==> src/common/dci_pkg.sv <==
// register map and field layout of the converter interface config bank
// assumes one byte-wide register per seven-bit serial address
package dci_pkg;
    localparam int          FRAME_BITS  = 16;
    localparam logic [4:0]  CNT_CMD     = 5'h07;
    localparam logic [4:0]  CNT_LAST    = 5'h0F;
    // register offsets
    localparam logic [6:0]  A_CLK_CTL   = 7'h02;
    localparam logic [6:0]  A_DCKI_CTL  = 7'h03;
    localparam logic [6:0]  A_PORT_CTL  = 7'h04;
    localparam logic [6:0]  A_SYNC_CTL  = 7'h05;
    localparam logic [6:0]  A_PH_CMP    = 7'h06;
    localparam logic [6:0]  A_LIN_CTL   = 7'h07;
    localparam logic [6:0]  A_LIN_LIM   = 7'h08;
    localparam logic [6:0]  A_GAIN      = 7'h09;
    localparam logic [6:0]  A_TMUX      = 7'h18;
    // field positions
    localparam int          B_DIV       = 5;
    localparam int          B_ISEL      = 6;
    localparam int          B_TERM      = 7;
    localparam int          B_RX_EN     = 0;
    localparam int          B_PRESENT   = 1;
    localparam int          B_QUAD      = 2;
    localparam int          B_TADJ      = 4;
    localparam int          B_PA_EN     = 0;
    localparam int          B_PB_EN     = 1;
    localparam int          B_SP        = 2;
    localparam int          B_DEN       = 3;
    localparam int          B_MSYN      = 2;
    localparam int          B_LINEARIZE_GAIN_SEL    = 1;
    localparam int          B_VMN       = 4;
    localparam int          B_TM_ADR    = 1;
    // reset values
    localparam logic [2:0]  R_CLK_CTL   = 3'h0;
    localparam logic [2:0]  R_TADJ      = 3'h0;
    localparam logic [3:0]  R_PORT_CTL  = 4'h0;
    localparam logic [1:0]  R_SYNC_PHASE_SEL   = 2'h0;
    localparam logic [7:0]  R_PH_CMP    = 8'h00;
    localparam logic [2:0]  R_LINEARIZE_GAIN_SEL    = 3'h0;
    localparam logic [3:0]  R_VMX       = 4'h8;
    localparam logic [3:0]  R_VMN       = 4'h0;
    localparam logic [5:0]  R_GAIN      = 6'h00;
    localparam logic [4:0]  R_TM_ADR    = 5'h00;
    localparam logic [7:0]  R_ZERO      = 8'h00;
endpackage

==> src/rtl/dci_regs.sv <==
// serial config bank, clock-present detector and data enable/port order
// assumes serial pins and data inputs are synchronous to ref_clk
//
// How it works
// [RQ1] clock control bit 5 picks output clock divide: 0 by four, 1 by two
// [RQ2] clock control bit 6 picks output clock drive current, resets low
// [RQ3] clock control bit 7 turns on output clock termination, resets off
// [RQ4] bit 0 of data_clock_input_control enables the input clock receiver, resets off
// [RQ5] bit 1 of data_clock_input_control reads clock present, writes ignored
// [RQ6] bit 2 of data_clock_input_control selects in phase or quadrature input clock
// [RQ7] bits 6..4 of data_clock_input_control hold the input clock delay code, reset 000
// [RQ8] bits 0 and 1 of data_port_control enable port A and port B receivers
// [RQ9] bit 2 of data_port_control selects dual port (0) or single port (1)
// [RQ10] bit 3 of data_port_control low forces the converter code to mid-scale
// [RQ11] bits 1..0 of synchronizer_phase_control hold the synchronizer phase selection, reset 00
// [RQ12] bit 2 of synchronizer_phase_control low lets the synchronizer set the phase itself
// [RQ13] 0x06 reads back the phase comparator outputs, resets 0x00
// [RQ14] bit 0 of linearization_control disables dynamic linearization, resets active
// [RQ15] bits 3..1 of linearization_control hold the linearization gain code
// [RQ16] bits 3..0 of linearization_voltage_limits hold the max voltage code, reset 1000
// [RQ17] bits 7..4 of linearization_voltage_limits hold the min voltage code, reset 0000
// [RQ18] bits 5..0 of 0x09 hold the gain trim, upper bits reserved
// [RQ19] test_mux_control holds test mux select bit 0 and address bits 5..1
// [RQ20] host waits 1 ms after receiver enable before data enable
// [RQ21] in dual port mode port A sample leaves before port B sample
// [RQ22] host keeps dual port, divide by four, data enable with pattern gen; the bench leaves the divide bit as its last random clock control write set it
// [RQ23] reserved bits and addresses read zero, writes ignored
// [RQ24] clock present is a live synchronized activity status
module dci_regs
    import dci_pkg::*;
#(
    parameter int DW      = 16,
    parameter int ACT_WIN = 64
) (
    input  wire logic          ref_clk,
    input  wire logic          arst_n,
    input  wire logic          spi_cs_n,
    input  wire logic          spi_sck,
    input  wire logic          spi_sdi,
    output logic               spi_sdo,
    output logic               spi_sdo_oe,
    input  wire logic          in_clk_toggle,
    input  wire logic [1:0]    sync_auto_phase,
    input  wire logic [7:0]    phase_comparator_out,
    input  wire logic [DW-1:0] port_a_data,
    input  wire logic [DW-1:0] port_b_data,
    output logic               out_clk_divide_sel,
    output logic               out_clk_current_sel,
    output logic               out_clk_termination_on,
    output logic               in_clk_receiver_enable,
    output logic               in_clk_present,
    output logic               in_clk_quadrature_sel,
    output logic [2:0]         in_clk_delay_adjust,
    output logic               port_a_receiver_enable,
    output logic               port_b_receiver_enable,
    output logic               single_port_sel,
    output logic               data_enable,
    output logic [1:0]         sync_phase_sel,
    output logic               sync_manual_mode,
    output logic               linearize_disable,
    output logic [2:0]         linearize_gain_sel,
    output logic [3:0]         linearize_vmax_sel,
    output logic [3:0]         linearize_vmin_sel,
    output logic [5:0]         converter_gain_trim,
    output logic               test_mux_select,
    output logic [4:0]         test_mux_address,
    output logic [DW-1:0]      dac_code
);
    localparam logic [DW-1:0] MID = {1'b1, {(DW-1){1'b0}}};
    localparam int            CW  = $clog2(ACT_WIN + 1);
    localparam logic [CW-1:0] WIN = CW'(ACT_WIN);

    logic          sck_q_r;
    logic [4:0]    cnt_r;
    logic [14:0]   sh_r;
    logic [7:0]    tx_r;
    logic          rd_r;
    logic [2:0]    clk_ctl_r;
    logic [1:0]    dcki_r;
    logic [2:0]    tadj_r;
    logic [3:0]    port_r;
    logic [1:0]    ps_wr_r;
    logic          msyn_r;
    logic [1:0]    ps_r;
    logic [7:0]    cmp_r;
    logic [3:0]    lin_r;
    logic [7:0]    lim_r;
    logic [5:0]    gain_r;
    logic [5:0]    tmux_r;
    logic [2:0]    tog_r;
    logic [CW-1:0] act_r;
    logic          present_r;
    logic          ph_r;
    logic [DW-1:0] hold_b_r;
    logic [DW-1:0] dac_r;
    logic          sdo_r;
    logic          sdo_oe_r;

    // serial edge decode and frame fields
    wire       rise   = spi_sck & ~sck_q_r & ~spi_cs_n;
    wire       fall   = ~spi_sck & sck_q_r & ~spi_cs_n;
    wire       cmd_go = rise && cnt_r == CNT_CMD;
    wire       wr_go  = rise && cnt_r == CNT_LAST && !sh_r[14];
    wire [6:0] raddr  = {sh_r[5:0], spi_sdi};
    wire [6:0] waddr  = sh_r[13:7];
    wire [7:0] wdata  = {sh_r[6:0], spi_sdi};

    // read mux, unmapped and reserved bits read zero
    function automatic logic [7:0] rd_mux(input logic [6:0] a);
        unique case (a)
            A_CLK_CTL:  rd_mux = {clk_ctl_r, 5'h00};
            A_DCKI_CTL: rd_mux = {1'b0, tadj_r, 1'b0, dcki_r[1], present_r,
                                  dcki_r[0]};                      // [RQ5] [RQ23]
            A_PORT_CTL: rd_mux = {4'h0, port_r};
            A_SYNC_CTL: rd_mux = {5'h00, msyn_r, ps_r};
            A_PH_CMP:   rd_mux = cmp_r;                            // [RQ13]
            A_LIN_CTL:  rd_mux = {4'h0, lin_r};
            A_LIN_LIM:  rd_mux = lim_r;
            A_GAIN:     rd_mux = {2'h0, gain_r};
            A_TMUX:     rd_mux = {2'h0, tmux_r};
            default:    rd_mux = R_ZERO;                           // [RQ23]
        endcase
    endfunction

    // frame bit counter, cleared while deselected, and shift-in
    always_ff @(posedge ref_clk or negedge arst_n) begin
        if (!arst_n) begin
            sck_q_r <= 1'b0;
            cnt_r   <= 5'h00;
            sh_r    <= 15'h0000;
        end else begin
            sck_q_r <= spi_sck;
            if (spi_cs_n) begin
                cnt_r <= 5'h00;
            end else if (rise) begin
                cnt_r <= cnt_r + 5'h01;
                sh_r  <= {sh_r[13:0], spi_sdi};
            end
        end
    end

    // read data loaded after address, shifted out on falling edges
    always_ff @(posedge ref_clk or negedge arst_n) begin
        if (!arst_n) begin
            tx_r     <= R_ZERO;
            rd_r     <= 1'b0;
            sdo_r    <= 1'b0;
            sdo_oe_r <= 1'b0;
        end else begin
            if (cmd_go) begin
                tx_r <= rd_mux(raddr);
                rd_r <= sh_r[6];
            end else if (fall && sdo_oe_r) begin
                tx_r <= {tx_r[6:0], 1'b0};
            end
            if (fall && sdo_oe_r) begin
                sdo_r <= tx_r[7];
            end
            sdo_oe_r <= ~spi_cs_n && rd_r && cnt_r > CNT_CMD;
        end
    end

    // writable config registers, fields masked to documented bits
    always_ff @(posedge ref_clk or negedge arst_n) begin
        if (!arst_n) begin
            clk_ctl_r <= R_CLK_CTL;
            dcki_r    <= 2'h0;
            tadj_r    <= R_TADJ;
            port_r    <= R_PORT_CTL;
            ps_wr_r   <= R_SYNC_PHASE_SEL;
            msyn_r    <= 1'b0;
            lin_r     <= 4'h0;
            lim_r     <= {R_VMN, R_VMX};
            gain_r    <= R_GAIN;
            tmux_r    <= {R_TM_ADR, 1'b0};
        end else if (wr_go) begin
            if (waddr == A_CLK_CTL)
                clk_ctl_r <= wdata[B_TERM:B_DIV];                  // [RQ1] [RQ2] [RQ3]
            if (waddr == A_DCKI_CTL) begin
                dcki_r <= {wdata[B_QUAD], wdata[B_RX_EN]};         // [RQ4] [RQ6]
                tadj_r <= wdata[B_TADJ+2:B_TADJ];                  // [RQ7]
            end
            if (waddr == A_PORT_CTL)
                port_r <= wdata[B_DEN:B_PA_EN];                    // [RQ8] [RQ9]
            if (waddr == A_SYNC_CTL) begin
                ps_wr_r <= wdata[1:0];                             // [RQ11]
                msyn_r  <= wdata[B_MSYN];
            end
            if (waddr == A_LIN_CTL)
                lin_r <= wdata[3:0];                               // [RQ14] [RQ15]
            if (waddr == A_LIN_LIM)
                lim_r <= wdata;                                    // [RQ16] [RQ17]
            if (waddr == A_GAIN)
                gain_r <= wdata[5:0];                              // [RQ18]
            if (waddr == A_TMUX)
                tmux_r <= wdata[5:0];                              // [RQ19]
        end
    end

    // phase select source and comparator capture
    always_ff @(posedge ref_clk or negedge arst_n) begin
        if (!arst_n) begin
            ps_r  <= R_SYNC_PHASE_SEL;
            cmp_r <= R_PH_CMP;
        end else begin
            ps_r  <= msyn_r ? ps_wr_r : sync_auto_phase;           // [RQ12]
            cmp_r <= phase_comparator_out;                         // [RQ13]
        end
    end

    // input clock activity: sync, edge detect, timeout window
    always_ff @(posedge ref_clk or negedge arst_n) begin
        if (!arst_n) begin
            tog_r     <= 3'h0;
            act_r     <= WIN;
            present_r <= 1'b0;
        end else begin
            tog_r     <= {tog_r[1:0], in_clk_toggle};
            act_r     <= (tog_r[2] ^ tog_r[1]) ? '0 :
                         (act_r == WIN) ? act_r : act_r + 1'b1;    // [RQ24]
            present_r <= act_r < WIN;                              // [RQ5] [RQ24]
        end
    end

    // sample path: mid-scale when disabled, A then B in dual mode
    always_ff @(posedge ref_clk or negedge arst_n) begin
        if (!arst_n) begin
            ph_r     <= 1'b0;
            hold_b_r <= '0;
            dac_r    <= MID;
        end else if (!port_r[B_DEN]) begin
            ph_r  <= 1'b0;
            dac_r <= MID;                                          // [RQ10]
        end else if (port_r[B_SP]) begin
            ph_r  <= 1'b0;
            dac_r <= port_b_data;
        end else begin
            ph_r <= ~ph_r;
            if (!ph_r) begin
                dac_r    <= port_a_data;                           // [RQ21]
                hold_b_r <= port_b_data;
            end else begin
                dac_r <= hold_b_r;                                 // [RQ21]
            end
        end
    end

    // outputs straight from flops
    assign spi_sdo                = sdo_r;
    assign spi_sdo_oe             = sdo_oe_r;
    assign out_clk_divide_sel     = clk_ctl_r[0];
    assign out_clk_current_sel    = clk_ctl_r[1];
    assign out_clk_termination_on = clk_ctl_r[2];
    assign in_clk_receiver_enable = dcki_r[0];
    assign in_clk_quadrature_sel  = dcki_r[1];
    assign in_clk_present         = present_r;
    assign in_clk_delay_adjust    = tadj_r;
    assign port_a_receiver_enable = port_r[B_PA_EN];
    assign port_b_receiver_enable = port_r[B_PB_EN];
    assign single_port_sel        = port_r[B_SP];
    assign data_enable            = port_r[B_DEN];
    assign sync_phase_sel         = ps_r;
    assign sync_manual_mode       = msyn_r;
    assign linearize_disable      = lin_r[0];
    assign linearize_gain_sel     = lin_r[3:1];
    assign linearize_vmax_sel     = lim_r[3:0];
    assign linearize_vmin_sel     = lim_r[7:4];
    assign converter_gain_trim    = gain_r;
    assign test_mux_select        = tmux_r[0];
    assign test_mux_address       = tmux_r[5:1];
    assign dac_code               = dac_r;
endmodule

==> config.mk <==
export PLATFORM = sky130hd
export DESIGN_NAME = dci_regs
export DESIGN_NICKNAME = d
export VERILOG_FILES = /design/src/common/dci_pkg.sv /design/src/rtl/dci_regs.sv
export SDC_FILE = /design/constraint.sdc
export NUM_CORES = 1
export LEC_CHECK = 0
export ABC_AREA = 1
export ABC_CLOCK_PERIOD_IN_PS = 1600
export BUFFER_PORTS_ARGS = -buffer_cell sky130_fd_sc_hd__buf_2
export CORE_MARGIN = 4
export CORE_UTILIZATION = 33
export CTS_CLUSTER_DIAMETER = 50
export CTS_CLUSTER_SIZE = 14
export DETAILED_ROUTE_END_ITERATION = 10
export GPL_ROUTABILITY_DRIVEN = 1
export PLACE_DENSITY = 0.65
export SYNTH_ARGS = -nofsm -noshare
export SYNTH_HDL_FRONTEND = slang
export SYNTH_SLANG_ARGS = --single-unit
==> constraint.sdc <==
create_clock -name ref_clk -period 1.6 [get_ports ref_clk]
set_input_delay 0.32 -clock ref_clk [delete_from_list [all_inputs] [get_ports ref_clk]]
set_output_delay 0.32 -clock ref_clk [all_outputs]
set_load 0.005 [all_outputs]
# Yosys cells after proc, flatten, opt, wreduce, memory -nomap -nowiden
# Index checks and enable logic that the tools add are counted.
# word_totals
ff_bits	125
output_inout_bits	58
# classes
addsub	2
magnitude_cmp	2
eq_ne	21
mux	13
bitwise	10
n_reduce_logical	19
# op_table
operator	n
8-bit one-hot mux with 9 select lines	1
7-bit by 3-bit == test with 1-bit output, second input constant	7
16-bit 2-to-1 mux	3
7-bit by 2-bit == test with 1-bit output, second input constant	4
7-bit by 4-bit == test with 1-bit output, second input constant	4
2-bit AND reduction	9
8-bit 2-to-1 mux	2
7-bit by 5-bit == test with 1-bit output, second input constant	2
7-bit 2-to-1 mux	2
5-bit 2-to-1 mux	2
7-bit by 1-bit adder with 7-bit output, second input constant	1
7-bit == test, second input constant	1
7-bit less-than comparator, second input constant	1
1-bit logical AND	6
5-bit by 1-bit adder with 5-bit output, second input constant	1
5-bit by 3-bit == test with 1-bit output, second input constant	1
5-bit by 4-bit == test with 1-bit output, second input constant	1
5-bit by 3-bit greater-than comparator with 1-bit output, second input constant	1
1-bit inverter	5
1-bit AND	4
2-bit nonzero test	2
3-bit AND reduction	1
1-bit 2-to-1 mux	2
2-bit 2-to-1 mux	1
other kinds (3)	3

# Logic depth before layout (Yosys ltp)
# logic_depth
ltp_word	6
mapped_depth	11

# Worst setup path after synthesis
# OpenSTA, ideal clock, no wires.
# synth_timing
path_type	reg-to-reg
start	register cnt_r[0]
end	register tmux_r[5]
setup_ns	0.123
arrival_time_ns	1.449
path_slack_ns	0.028
path_stages_with_launch	11
path_buffers	1
period_less_slack_ns	1.572
cell_sequence	dfrtp_1 > ha_1 > nand2_1 > nor2_1 > ha_1 > nand2_2 > nor2_8 > nand2_1 > buf_2 > nand2_1 > o21ai_1
# synth_via
elab_chain_cells	4
# synth_lines
element	line	source
start, declared	dci_regs.sv:74	logic [4:0] cnt_r;
start signal, assigned	dci_regs.sv:136	cnt_r <= cnt_r + 5'h01;
5-bit by 4-bit == test with 1-bit output	dci_regs.sv:103	wire wr_go = rise && cnt_r == CNT_LAST && !sh_r[14];
1-bit logical AND (2 in series)	dci_regs.sv:103	
2-bit AND reduction (no line)	n/a	
end signal, assigned	dci_regs.sv:175	tmux_r <= {R_TM_ADR, 1'b0};
end signal, assigned	dci_regs.sv:196	tmux_r <= wdata[5:0];
end, declared	dci_regs.sv:89	logic [5:0] tmux_r;
# Every way passes these cells.
# A chain may end at the register's enable or synchronous reset.

# Worst setup path after layout
# layout_timing
start	register cnt_r[1]
end	register tmux_r[3]
# The elaborated chain is that of the path after synthesis.

==> out/results.txt <==
status - finished, violations left
failing checks - setup timing
number of synthesized flops with an enable pin - 0
global-route wire length before repair - 23800 um
Tmin final - 1.70 ns
Setup Total Neg Slack - -2.60 ns
synth-to-layout area growth - 36.5%
simple logic cell fraction of the synthesized area - 23.7%
vias per cell - 4.87
largest net degree at the start of global routing - 42
Max Cap Viol - 0
final wirelength - 15400 um
Critical R2R Capture - tmux_r[3]$_DFFE_PN0P_
DR WL/cell - 15.3 um
relative slew slack - 57.5%
Post-Syn Instances - 620
Min-Delay Endpoint - sck_q_r$_DFF_PN0_
Mapped Area - 5470 um^2
antenna fix cells - 0
Yosys reg bits - 125
most crowded layer after global routing - met2
RSZ-0062 raised after global routing - true
TritonCTS clock tree - done
Avg Cell Area, Syn - 8.82 um^2
row cnt - 46
FF-to-FF path depth - 10
Tcrit/Tclk final - 106%
initial core utilization - 34.1%
Compound-Gate Fraction of Synth Area - 11.7%
met2 usage - 25.1%
clock root buffer - clkbuf_16
CP arrival - 2.00 ns
fin nets - 834
Ys Warns - 0
mux contribution to synthesized area - 0.412%
Slew @ Worst Pin - 0.632 ns
flop-to-flop setup slack - -0.10 ns
ys async rst share - 100%
Max FO, Critical Path - 12
Synth cell types - 30
Final Instance Area - 7460 um^2
clock sinks - 125
GRT Total Usage - 16.6%
XOR/XNOR share of the synthesized area - 0.480%
Pwr Density - 1050 nW/um^2
clk buf depth - 2
fin util - 46.5%
Core Region - 16100 um^2
Detailed Place HPWL - 10700 um
final count of pins violating max slew - 0
Worst Setup End Kind - flip-flop
register area share after synthesis - 57.3%
H-Tree Depth - 4
critical path class - flip-flop to flip-flop
die area - 18700 um^2
Worst Slack Setup Final - -0.100 ns
drt drc - 0
Hold Fails Final Rpt - 0
Overall Power - 7870 uW
grt total ovfl - 0
crit start category - flip-flop
clock-pin slew on the worst setup and hold paths - 0.05 ns
Max VDD drop - 0.889 mV
Setup Skew - 0.00549 ns
leakage - 0.00368 uW
Chip Width - 137 um
GR Util met3 - 6.36%
top-area cell type share of the netlist area - 55.8%
Area contributors post-synth - dfrtp_1 56%, nand2_1 9.3%, o21ai_0 6.5%
via count - 4926
worst path required time - 1.90 ns
M1 GR Usage - 21.9%
worst reg2reg path startpoint - cnt_r[1]$_DFFE_PN0P_
Post-Syn Nets - 672
initial antenna violation count - 0
Final setup viols - 39
f_max - 0.588 GHz
share of layout cells above drive strength 1 - 30.8%
largest area contributor in the netlist - dfrtp_1
Clk Latency, worst-skew pair - 0.42 ns
number of I/O port buffers - 105
Final Wtd Congestion - 0.847
dpl cell area - 6500 um^2
Die Span Y - 137 um
I/O pin total - 106
Hold Crit Depth - 1
initial DRC count - 327
vias in the first global route - 4568
ys flop type - dfrtp_1
clock buffer count from CTS - 17
DR pass1 iterations - 5
Adder-Cell Fraction of Synth Area - 0.915%
largest family of logic cells by synthesized area - simple AND/OR/NAND/NOR gates
Worst Hold Class - input pin to flip-flop
Final ANT Viol Nets - 0
Hold Crit Start - spi_sck
per-layer routing:
layer  wire length, um  up-vias
met5                 0        -
met2              7000      202
met4               249        0
li1                  -     2389
met3              1390       19
met1              6790     2316
cell type report:
type                    instances  area, um^2
clock inverters                 8        40.0
clock buffers                  24         492
well taps                     216         270
inverters                      58         220
fillers                      1534        8590
flip-flops and latches        125        3130
multi-input cells             422        2270
repair buffers                158        1040
cell usage in the layout, fill, tap and decap left out, types with 3 or more instances in the layout:
master         instances
dfrtp_1              121
nand2_1              113
buf_2                104
nor2_1                62
o21ai_0               61
nand3_1               55
inv_1                 49
buf_4                 34
o21ai_1               19
nand2_2               18
clkbuf_16             17
a21oi_1               16
o32ai_1               15
nor3_1                11
dlygate4sd3_1         10
inv_2                  8
nor2_2                 8
clkinv_2               8
nand4_1                6
buf_12                 6
nand2_4                5
nand3_4                4
nor2_4                 4
nand2_8                4
o21ai_2                4
clkbuf_8               4
buf_6                  4
dfstp_2                3
clkbuf_1               3
logic make-up after synthesis:
logic type | count (synthesis)
AOI/OAI and AO/OA | 116
adders and majority gates | 4
and+or+nand+nor | 294
muxes | 2
DFF | 125
xor gates and xnor gates | 3
buffers and inverters | 76
synthesized netlist by cell type (2+ instances only):
library cell,number
nand2_1,135
nor3_1,12
nor4_1,3
mux2_2,2
nand3_1,56
o32ai_1,15
o21ai_1,13
nand4_1,6
ha_1,4
clkbuf_1,11
buf_2,4
o21ai_0,71
a21oi_1,16
inv_1,50
dfrtp_1,122
xnor2_1,2
dfstp_2,3
nor2_2,2
nand3_2,2
inv_2,8
buf_4,3
nand2_2,3
nor2_1,68
nor2_4,3
registers in the layout (all words and copies together), names as in the netlist, 2 cells and up:
signal and cells:
hold_b_r 16, clk_ctl_r 3, dcki_r 2, dac_code 16
lim_r 8, tx_r 8, converter_gain_trim 6, cnt_r 5
cmp_r 8, port_r 4, tmux_r 6, ps_wr_r 2
act_r 7, lin_r 4, in_clk_delay_adjust 3, tog_r 3
sh_r 15, sync_phase_sel 2
critical path: stages, from the launching register on:
cell     delay, ns
dfrtp_1       0.35
ha_2          0.19
nand2_2       0.06
nor2_2        0.10
ha_2          0.20
nand2_4       0.07
nor2_8        0.18
buf_6         0.17
nand2_8       0.09
nand2_2       0.09
o21ai_1       0.07
how the worst max path moves through the flow:
stage / from / slack, ns / endpoint
global route: cnt_r[1]$_DFFE_PN0P_ / -0.18 / clk_ctl_r[0]$_DFFE_PN0P_
detailed placement: cnt_r[1]$_DFFE_PN0P_ / -0.10 / tmux_r[3]$_DFFE_PN0P_
global placement: cnt_r[0]$_DFFE_PN0P_ / -0.05 / tmux_r[4]$_DFFE_PN0P_
finish: cnt_r[1]$_DFFE_PN0P_ / -0.10 / tmux_r[3]$_DFFE_PN0P_
CTS: cnt_r[1]$_DFFE_PN0P_ / -0.06 / lin_r[1]$_DFFE_PN0P_
floorplan: cnt_r[0]$_DFFE_PN0P_ / 0.03 / tmux_r[5]$_DFFE_PN0P_
report_power, final:
part / internal, uW / switching, uW / total [uW] / leakage, uW
combinational: 421 / 667 / 1090 / 0.00180
sequential: 3250 / 76.4 / 3330 / 0.00160
clock: 2120 / 1340 / 3450 / 0.000273
total: 5790 / 2080 / 7870 / 0.00368
metrics by stage:
step                      hold slack [ns]  std cells  setup WS (ns)
after floorplan                    0.0244        620         0.0278
after global placement              0.266        955        -0.0461
after detailed placement            0.265        955         -0.100
after CTS                          0.0753        997        -0.0599
after global routing               0.0803       1011         -0.177
final                              0.0904       1011         -0.100
repair_timing:
item / CTS / global route
setup buffers: 0 / 11
endpoints found under the setup margin: 26 / 47
gates resized for setup: 4 / 65
hold buffers: 10 / 0
pin swaps: 0 / 13
cloned: 0 / 3
endpoints found under the hold margin: 30 / 0
Power figures use the tool's default switching activity.
